==> src/verilog/iod_map.vh <==
// constants for the operand and opcode decoder
`ifndef IOD_MAP_VH
`define IOD_MAP_VH
`define IOD_MOD_HI      7
`define IOD_MOD_LO      6
`define IOD_AUX_HI      5
`define IOD_AUX_LO      3
`define IOD_RM_HI       2
`define IOD_RM_LO       0
`define IOD_MOD_NODISP  2'h0
`define IOD_MOD_DISP8   2'h1
`define IOD_MOD_DISP16  2'h2
`define IOD_MOD_REG     2'h3
`define IOD_OP_POPM     8'h8f
`define IOD_OP_POPR     8'h58
`define IOD_OP_POPDS    8'h1f
`define IOD_OP_POPES    8'h07
`define IOD_OP_POPSS    8'h17
`define IOD_OP_PUSHR    8'h50
`define IOD_OP_GRPFF    8'hff
`define IOD_OP_PUSHI16  8'h68
`define IOD_OP_PUSHI8   8'h6a
`define IOD_OP_PUSHCS   8'h0e
`define IOD_OP_PUSHSS   8'h16
`define IOD_OP_PUSHDS   8'h1e
`define IOD_OP_PUSHES   8'h06
`define IOD_OP_PUSHALL  8'h60
`define IOD_OP_POPALL   8'h61
`define IOD_OP_PUSHFL   8'h9c
`define IOD_OP_POPFL    8'h9d
`define IOD_OP_ROT1B    8'hd0
`define IOD_OP_ROT1W    8'hd1
`define IOD_OP_ROTCLB   8'hd2
`define IOD_OP_ROTCLW   8'hd3
`define IOD_OP_ROTIB    8'hc0
`define IOD_OP_ROTIW    8'hc1
`define IOD_OP_REP      8'hf3
`define IOD_OP_INSB     8'h6c
`define IOD_OP_LODB     8'hac
`define IOD_OP_LODW     8'had
`define IOD_AUX_POP     3'h0
`define IOD_AUX_PUSH    3'h6
`define IOD_AUX_RCL     3'h2
`define IOD_AUX_RCR     3'h3
`define IOD_CYC_POPR    8'h0a
`define IOD_CYC_PUSHSEG 8'h09
`define IOD_CYC_PUSHA16 8'h24
`define IOD_CYC_PUSHA8  8'h44
`define IOD_CYC_POPA16  8'h33
`define IOD_CYC_POPA8   8'h53
`define IOD_CYC_ROTREG  8'h02
`define IOD_CYC_ROTMEM  8'h0f
`define IOD_CYC_INS_B   8'h08
`define IOD_CYC_INS_N   8'h08
`define IOD_CYC_LOD_B   8'h06
`define IOD_CYC_LOD_N   8'h0b
`define IOD_FLAG_UNCH   2'h0
`define IOD_FLAG_UNDEF  2'h1
`define IOD_FLAG_RES    2'h2
`endif

==> src/verilog/iod_decoder.v <==
// instruction operand and opcode decoder for stack, rotate and string ops
// What this block does
// [RULE1] split operand byte into mod 7:6, aux 5:3, r/m 2:0
// [RULE2] mod 11 makes r/m a register selector
// [RULE3] mod 00 no disp, 01 sign-extended byte, 10 high:low word
// [RULE4] byte registers AL CL DL BL AH CH DH BH for codes 000..111
// [RULE5] word registers AX CX DX BX SP BP SI DI for codes 000..111
// [RULE6] 8F/0 pops to memory; 58+r pops to register in 10 cycles
// [RULE7] 1F, 07, 17 pop into DS, ES, SS
// [RULE8] 50+r push register, FF/6 push memory, 68 push imm16
// [RULE9] 6A pushes sign-extended imm8
// [RULE10] 0E 16 1E 06 push CS SS DS ES in 9 cycles
// [RULE11] 60 pushes all eight words, 36 or 68 cycles
// [RULE12] 61 pops all words, 51 or 83 cycles
// [RULE13] 9C pushes flags, 9D pops flags
// [RULE14] D0 D2 C0 aux 2 rotate byte left through carry
// [RULE15] D1 D3 C1 aux 2 rotate word left through carry
// [RULE16] aux 3 rotates right; single step 2 reg, 15 memory
// [RULE17] F3 6C inputs CX bytes port DX, 8+8n cycles
// [RULE18] F3 AC/AD load CX bytes/words, byte form 6+11n
// [RULE19] flag codes undefined, unchanged, result-dependent drive execution
// [RULE20] mod not 11 makes aux opcode-specific, r/m a memory operand
`timescale 1ns/1ps
`include "iod_map.vh"
module iod_decoder
#(
	parameter BUS8 = 0
)
(
	input  wire        REF_CLK,
	input  wire        RESETN,
	input  wire        DEC_VALID,
	input  wire        REP_PREFIX,
	input  wire [7:0]  OPCODE,
	input  wire [7:0]  MODRM,
	input  wire [7:0]  DISP_LO,
	input  wire [7:0]  DISP_HI,
	input  wire [7:0]  IMM8,
	output reg         OUT_VALID,
	output reg  [15:0] OP_CLASS,
	output reg         IS_WORD,
	output reg         RM_IS_REG,
	output reg         MEM_OPERAND,
	output reg  [2:0]  REG_SEL,
	output reg  [2:0]  SEG_SEL,
	output reg  [1:0]  DISP_BYTES,
	output reg  [15:0] DISP,
	output reg  [15:0] IMM_EXT,
	output reg         ROT_RIGHT,
	output reg  [1:0]  ROT_CNT_SRC,
	output reg  [4:0]  ROT_WIDTH,
	output reg  [7:0]  CYC_BASE,
	output reg  [7:0]  CYC_PER_REP,
	output reg  [1:0]  FLAG_MODE,
	output reg  [7:0]  REG_NAME,
	output reg         ILLEGAL
);
	// one-hot operation classes
	localparam C_POPM  = 16'h0001;
	localparam C_POPR  = 16'h0002;
	localparam C_POPS  = 16'h0004;
	localparam C_PUSHR = 16'h0008;
	localparam C_PUSHM = 16'h0010;
	localparam C_PUSHI = 16'h0020;
	localparam C_PUSHS = 16'h0040;
	localparam C_PUSHA = 16'h0080;
	localparam C_POPA  = 16'h0100;
	localparam C_PUSHF = 16'h0200;
	localparam C_POPF  = 16'h0400;
	localparam C_ROT   = 16'h0800;
	localparam C_INS   = 16'h1000;
	localparam C_LODS  = 16'h2000;
	localparam C_NONE  = 16'h0000;
	localparam [1:0] CNT_ONE = 2'h0;
	localparam [1:0] CNT_CL  = 2'h1;
	localparam [1:0] CNT_IMM = 2'h2;
	localparam [2:0] SEG_ES = 3'h0;
	localparam [2:0] SEG_CS = 3'h1;
	localparam [2:0] SEG_SS = 3'h2;
	localparam [2:0] SEG_DS = 3'h3;

	wire [2:0]  aux_f;
	wire [2:0]  rm_f;
	wire        rm_reg;
	wire [1:0]  dbytes;
	wire [15:0] dval;

	reg  [15:0] cls_nxt;
	reg         word_nxt;
	reg  [2:0]  reg_nxt;
	reg  [2:0]  seg_nxt;
	reg  [15:0] imm_nxt;
	reg         right_nxt;
	reg  [1:0]  cnt_nxt;
	reg  [7:0]  base_nxt;
	reg  [7:0]  rep_nxt;
	reg  [1:0]  flag_nxt;

	iod_modrm u_modrm
	(
		.modrm      (MODRM),
		.disp_lo    (DISP_LO),
		.disp_hi    (DISP_HI),
		.mod_f      (),
		.aux_f      (aux_f),
		.rm_f       (rm_f),
		.rm_is_reg  (rm_reg),
		.disp_bytes (dbytes),
		.disp       (dval)
	);

	// register name code: byte set then word set, ascii-free index 0..15
	function [7:0] reg_name;
		input [2:0] code;
		input       wide;
		begin
			reg_name = {4'h0, wide, code};
		end
	endfunction

	always @*
	begin
		cls_nxt   = C_NONE;
		word_nxt  = 1'b1;
		reg_nxt   = rm_f;
		seg_nxt   = SEG_DS;
		imm_nxt   = 16'h0000;
		right_nxt = 1'b0;
		cnt_nxt   = CNT_ONE;
		base_nxt  = 8'h00;
		rep_nxt   = 8'h00;
		flag_nxt  = `IOD_FLAG_UNCH;
		case (OPCODE)
			// [RULE6] pop to memory word
			`IOD_OP_POPM:
				if (aux_f == `IOD_AUX_POP)
					cls_nxt = C_POPM;
			// [RULE7] pop segment registers
			`IOD_OP_POPDS:
			begin
				cls_nxt = C_POPS;
				seg_nxt = SEG_DS;
			end
			`IOD_OP_POPES:
			begin
				cls_nxt = C_POPS;
				seg_nxt = SEG_ES;
			end
			`IOD_OP_POPSS:
			begin
				cls_nxt = C_POPS;
				seg_nxt = SEG_SS;
			end
			// [RULE8] push memory and immediate word
			`IOD_OP_GRPFF:
				if (aux_f == `IOD_AUX_PUSH)
					cls_nxt = C_PUSHM;
			`IOD_OP_PUSHI16:
			begin
				cls_nxt = C_PUSHI;
				imm_nxt = {DISP_HI, DISP_LO};
			end
			// [RULE9] sign-extended imm8 push
			`IOD_OP_PUSHI8:
			begin
				cls_nxt = C_PUSHI;
				imm_nxt = {{8{IMM8[7]}}, IMM8};
			end
			// [RULE10] push segment registers
			`IOD_OP_PUSHCS, `IOD_OP_PUSHSS, `IOD_OP_PUSHDS, `IOD_OP_PUSHES:
			begin
				cls_nxt  = C_PUSHS;
				base_nxt = `IOD_CYC_PUSHSEG;
				seg_nxt  = (OPCODE == `IOD_OP_PUSHCS) ? SEG_CS :
					(OPCODE == `IOD_OP_PUSHSS) ? SEG_SS :
					(OPCODE == `IOD_OP_PUSHDS) ? SEG_DS : SEG_ES;
			end
			// [RULE11] push all
			`IOD_OP_PUSHALL:
			begin
				cls_nxt  = C_PUSHA;
				base_nxt = BUS8 ? `IOD_CYC_PUSHA8 : `IOD_CYC_PUSHA16;
			end
			// [RULE12] pop all
			`IOD_OP_POPALL:
			begin
				cls_nxt  = C_POPA;
				base_nxt = BUS8 ? `IOD_CYC_POPA8 : `IOD_CYC_POPA16;
			end
			// [RULE13] flags push and pop
			`IOD_OP_PUSHFL:
				cls_nxt = C_PUSHF;
			`IOD_OP_POPFL:
			begin
				cls_nxt  = C_POPF;
				flag_nxt = `IOD_FLAG_RES;
			end
			// [RULE14] [RULE15] [RULE16] rotate through carry
			`IOD_OP_ROT1B, `IOD_OP_ROT1W, `IOD_OP_ROTCLB, `IOD_OP_ROTCLW,
			`IOD_OP_ROTIB, `IOD_OP_ROTIW:
				if (aux_f == `IOD_AUX_RCL || aux_f == `IOD_AUX_RCR)
				begin
					cls_nxt   = C_ROT;
					word_nxt  = OPCODE[0];
					right_nxt = (aux_f == `IOD_AUX_RCR);
					cnt_nxt   = (OPCODE[7:4] == 4'hc) ? CNT_IMM :
						OPCODE[1] ? CNT_CL : CNT_ONE;
					imm_nxt   = {8'h00, IMM8};
					base_nxt  = rm_reg ? `IOD_CYC_ROTREG : `IOD_CYC_ROTMEM;
				end
			// [RULE17] repeated byte input
			`IOD_OP_INSB:
				if (REP_PREFIX)
				begin
					cls_nxt  = C_INS;
					word_nxt = 1'b0;
					seg_nxt  = SEG_ES;
					base_nxt = `IOD_CYC_INS_B;
					rep_nxt  = `IOD_CYC_INS_N;
				end
			// [RULE18] repeated load
			`IOD_OP_LODB, `IOD_OP_LODW:
				if (REP_PREFIX)
				begin
					cls_nxt  = C_LODS;
					word_nxt = OPCODE[0];
					base_nxt = `IOD_CYC_LOD_B;
					rep_nxt  = `IOD_CYC_LOD_N;
				end
			default:
			begin
				// [RULE6] [RULE8] register pop and push
				if ({OPCODE[7:3], 3'h0} == `IOD_OP_POPR)
				begin
					cls_nxt  = C_POPR;
					reg_nxt  = OPCODE[2:0];
					base_nxt = `IOD_CYC_POPR;
				end
				else if ({OPCODE[7:3], 3'h0} == `IOD_OP_PUSHR)
				begin
					cls_nxt = C_PUSHR;
					reg_nxt = OPCODE[2:0];
				end
			end
		endcase
	end

	always @(posedge REF_CLK)
	begin
		if (!RESETN)
		begin
			OUT_VALID   <= 1'b0;
			OP_CLASS    <= C_NONE;
			IS_WORD     <= 1'b0;
			RM_IS_REG   <= 1'b0;
			MEM_OPERAND <= 1'b0;
			REG_SEL     <= 3'h0;
			SEG_SEL     <= 3'h0;
			DISP_BYTES  <= 2'h0;
			DISP        <= 16'h0000;
			IMM_EXT     <= 16'h0000;
			ROT_RIGHT   <= 1'b0;
			ROT_CNT_SRC <= 2'h0;
			ROT_WIDTH   <= 5'h00;
			CYC_BASE    <= 8'h00;
			CYC_PER_REP <= 8'h00;
			FLAG_MODE   <= 2'h0;
			REG_NAME    <= 8'h00;
			ILLEGAL     <= 1'b0;
		end
		else
		begin
			OUT_VALID <= DEC_VALID;
			if (DEC_VALID)
			begin
				OP_CLASS    <= cls_nxt;
				IS_WORD     <= word_nxt;
				// [RULE2] [RULE20] register versus memory operand
				RM_IS_REG   <= rm_reg;
				MEM_OPERAND <= !rm_reg;
				REG_SEL     <= reg_nxt;
				SEG_SEL     <= seg_nxt;
				// [RULE3] latched displacement
				DISP_BYTES  <= rm_reg ? 2'h0 : dbytes;
				DISP        <= rm_reg ? 16'h0000 : dval;
				IMM_EXT     <= imm_nxt;
				ROT_RIGHT   <= right_nxt;
				ROT_CNT_SRC <= cnt_nxt;
				ROT_WIDTH   <= word_nxt ? 5'h11 : 5'h09;
				CYC_BASE    <= base_nxt;
				CYC_PER_REP <= rep_nxt;
				// [RULE19] flag effect code
				FLAG_MODE   <= flag_nxt;
				// [RULE4] [RULE5] byte or word register naming
				REG_NAME    <= reg_name(reg_nxt, word_nxt);
				ILLEGAL     <= (cls_nxt == C_NONE);
			end
		end
	end
endmodule

==> src/verilog/iod_modrm.v <==
// operand address byte splitter and displacement former
`timescale 1ns/1ps
`include "iod_map.vh"
module iod_modrm
(
	input  wire [7:0]  modrm,
	input  wire [7:0]  disp_lo,
	input  wire [7:0]  disp_hi,
	output wire [1:0]  mod_f,
	output wire [2:0]  aux_f,
	output wire [2:0]  rm_f,
	output wire        rm_is_reg,
	output reg  [1:0]  disp_bytes,
	output reg  [15:0] disp
);
	// [RULE1] field split
	assign mod_f = modrm[`IOD_MOD_HI:`IOD_MOD_LO];
	assign aux_f = modrm[`IOD_AUX_HI:`IOD_AUX_LO];
	assign rm_f  = modrm[`IOD_RM_HI:`IOD_RM_LO];
	// [RULE2] register select
	assign rm_is_reg = (mod_f == `IOD_MOD_REG);
	// [RULE3] displacement forming
	always @*
	begin
		case (mod_f)
			`IOD_MOD_DISP8:
			begin
				disp_bytes = 2'h1;
				disp = {{8{disp_lo[7]}}, disp_lo};
			end
			`IOD_MOD_DISP16:
			begin
				disp_bytes = 2'h2;
				disp = {disp_hi, disp_lo};
			end
			default:
			begin
				disp_bytes = 2'h0;
				disp = 16'h0000;
			end
		endcase
	end
endmodule
==> config.mk <==
export PLATFORM = sky130hd
export DESIGN_NAME = iod_decoder
export DESIGN_NICKNAME = d
export VERILOG_FILES = /design/src/verilog/iod_decoder.v /design/src/verilog/iod_modrm.v
export VERILOG_INCLUDE_DIRS = /design/src /design/src/verilog
export SDC_FILE = /design/constraint.sdc
export NUM_CORES = 1
export LEC_CHECK = 0
export BUFFER_PORTS_ARGS = -buffer_cell sky130_fd_sc_hd__buf_2
export CAP_MARGIN = 20
export CORE_MARGIN = 5
export CORE_UTILIZATION = 43
export CTS_CLUSTER_DIAMETER = 200
export DETAILED_ROUTE_END_ITERATION = 6
export GPL_ROUTABILITY_DRIVEN = 0
export PLACE_DENSITY = 0.82
export SYNTH_ARGS = -nofsm -noshare
export SYNTH_HDL_FRONTEND = slang
export SYNTH_SLANG_ARGS = --single-unit
==> constraint.sdc <==
create_clock -name REF_CLK -period 1.3 [get_ports REF_CLK]
set_input_delay 0.13 -clock REF_CLK [delete_from_list [all_inputs] [get_ports REF_CLK]]
set_output_delay 0.13 -clock REF_CLK [all_outputs]
set_load 0.05 [all_outputs]
==> metrics <==
Starting Density=43.4%; fmax=867 MHz; FF-to-FF Start=IMM_EXT[6]; post-CTS setup buffer count=0; R2R Setup Slk=0.49 ns; RSZ-0062 raised after global routing=no; Max Root-Sink Buffers=2; Yosys warnings=0; Antenna Cells=0; Worst VDD drop=0.732 mV; # Max-Cap Violations=0; clock network power share=35.6%; minimum clock period=1.15 ns; chip height=97.7 µm; fin area=4390 µm²; placed cells=592; nets@finish=551; top cells by count, synth=dfxtp_1 (72), nand2_1 (41), buf_4 (26); Worst setup EP type=flop; PortBufs=121; WP data required=1.56 ns; EDFF count, synth=0; TritonCTS clock tree=done; kind of critical path=primary input to flop; hold violation count in the final report=0; Startpoint Class=primary input; Die Width=97.7 µm; GRT overflow=0; Final Max Tran Viols=0; Period Utilization, post-route=88.8%; antenna viol nets, final=0; total number of vias=3100; Initial DRC Count=107; Int Power=3360 µW; Crit Reg-Reg Endpoint=IMM_EXT[6]; Sw Pwr=1430 µW; Clock Latency Late Sink=0.33 ns; Vias/cell=5.10; Total Die Area=9540 µm²; Syn-to-layout area delta=32.9%; Seq/Total Area, Yosys=43.6%; post_cts resized=0; Seq pwr share=47.5%; first-pass GRT wire length=15400 µm; hold_sp=IMM8[3]; setup TNS=0 ns; CTS Hold Bufs=0; count leader, synth=dfxtp_1; Switching Fraction=29.8%; final number of setup-violating endpoints=0; router iterations before antenna repair=4; initial antenna violation count=0; CP Max Fanout=8; wire per inst=15.3 µm; outcome=finished clean; Synth area leader=dfxtp_1; Post-Route WL=9330 µm; Ports=139; top-area cell type share of the netlist area=43.6%; Non-Filler Instances=608; syn avg cell area=9.39 µm²; Post-synth ARST share=0%; r2r worst-path depth=2; Cell Area, Placed=4200 µm²; clk_skew=0 ns; CTS root buffer=clkbuf_8; share of layout cells above drive strength 1=39.1%; Total Power=4790 µW; Logic pwr share=16.9%; hold endpoint=IMM_EXT[3]; number of global-route vias before repair=3107; pwr/cell area=1090 nW/µm²; all-layer global routing usage=19.7%; Synth Flop Type=dfxtp_1; cts bufs inserted=9; CTS H-tree lvls=3; synth top area cells=dfxtp_1 (44%), buf_4 (5.9%), nand2_1 (4.7%); worst hold path class=primary input to flop; detailed-route DRC error count=0; Core Area=7610 µm²; gate count after technology mapping=352; CTS clock-pin slew for the worst setup and hold paths=0.08 ns; site row count=32; hpwl dp=7300 µm; leakage=0.00214 µW; post-synth cell types=54; Synth Register Bits=72; clk sinks=72; netlist area before placement=3300 µm²; CP arrival=1.41 ns; pin count of the biggest net entering global routing=24; Hold Path Cell Cnt=2
[cell type report]
class	instances	area, µm²
clock buffer	9	124
clock inverter	6	61.3
fill	688	3220
inverter	6	22.5
multi-input combinational	243	1610
sequential	72	1440
tap	102	128
timing repair buffer	170	1000
[cells by family (layout without fill, tap and decap cells)]
logic type                 after synthesis  count (layout)  synth area share, %
AOI/OAI and AO/OA                      100             100                 22.7
adders and majority gates                5               5                 1.89
buffers and inverters                   53             191                 9.62
DFF                                     72              72                 43.6
muxes                                    8               8                 2.42
other                                    1              17                0.113
and+or+nand+nor                        113             113                 19.6
[worst max-delay path: stages]
cell	delay, ns
buf_2	0.16
nor3b_2	0.32
buf_4	0.18
and3_1	0.31
a21boi_0	0.13
o21ai_0	0.18
[per-layer routing]
metal / vias to the layer above / global-route usage (%) / wire length (µm)
li1: 1513 / - / -
met1: 1438 / 24.4 / 3990
met2: 134 / 31.8 / 4340
met3: 15 / 7.39 / 863
met4: 0 / 6.07 / 130
met5: - / 0 / 0
[layout by cell type (no fill, tap or decap), types with 3 or more instances in the layout]
| master | instances |
|---|---|
| a21boi_0 | 19 |
| a22o_1 | 12 |
| clkbuf_8 | 9 |
| a21oi_1 | 11 |
| nand2b_1 | 7 |
| nand4_1 | 3 |
| nand2_1 | 41 |
| mux2i_1 | 8 |
| nor3b_2 | 3 |
| conb_1 | 17 |
| clkinv_2 | 3 |
| buf_2 | 121 |
| a32o_1 | 4 |
| a31oi_1 | 4 |
| ha_1 | 5 |
| a221o_1 | 8 |
| nand3_1 | 9 |
| o211a_1 | 3 |
| nor2_1 | 9 |
| o21ai_0 | 24 |
| inv_1 | 5 |
| buf_4 | 46 |
| dfxtp_1 | 72 |
| and2_1 | 10 |
| and3_1 | 3 |
| nor2b_1 | 8 |
[state kept, by name, indices dropped and copies added (netlist names), 2 cells and up]
signal	cells
CYC_BASE	6
CYC_PER_REP	2
ROT_WIDTH	2
DISP	16
DISP_BYTES	2
SEG_SEL	2
ROT_CNT_SRC	2
IMM_EXT	16
OP_CLASS	14
REG_SEL	2
[power groups by stage]
| stage | combinational, µW | clock (µW) | sequential, µW |
|---|---|---|---|
| 5_1_grt | 861 | 1870 | 2280 |
| 6_report | 808 | 1710 | 2270 |
| 2_1_floorplan | 426 | 0 | 2490 |
| 3_5_place_dp | 802 | 0 | 2330 |
| 3_3_place_gp | 791 | 0 | 2320 |
| 4_1_cts | 805 | 1740 | 2270 |
[per-stage QoR]
step                worst slack [ns]  utilization [%]  hold slack, ns
floorplan                    0.00278                -           0.255
global placement              -0.121             55.1           0.355
detailed placement            -0.168             55.1           0.361
CTS                            0.159             57.6        0.000469
global route                  0.0329             57.7         0.00648
finish                         0.146             57.7          0.0122
[worst max path at each step]
stage | depth (start not counted) | from | to | slack [ns]
after floorplan | 5 | OPCODE[2] | IMM_EXT[0] | 0.003
after global placement | 6 | MODRM[6] | DISP[0] | -0.12
after detailed placement | 6 | MODRM[6] | DISP[2] | -0.17
after CTS | 1 | IS_WORD | ROT_WIDTH[4] | 0.16
after global routing | 6 | OPCODE[5] | IMM_EXT[12] | 0.03
final | 6 | OPCODE[4] | IMM_EXT[12] | 0.15
No activity file was read; power rests on OpenSTA's default activity.
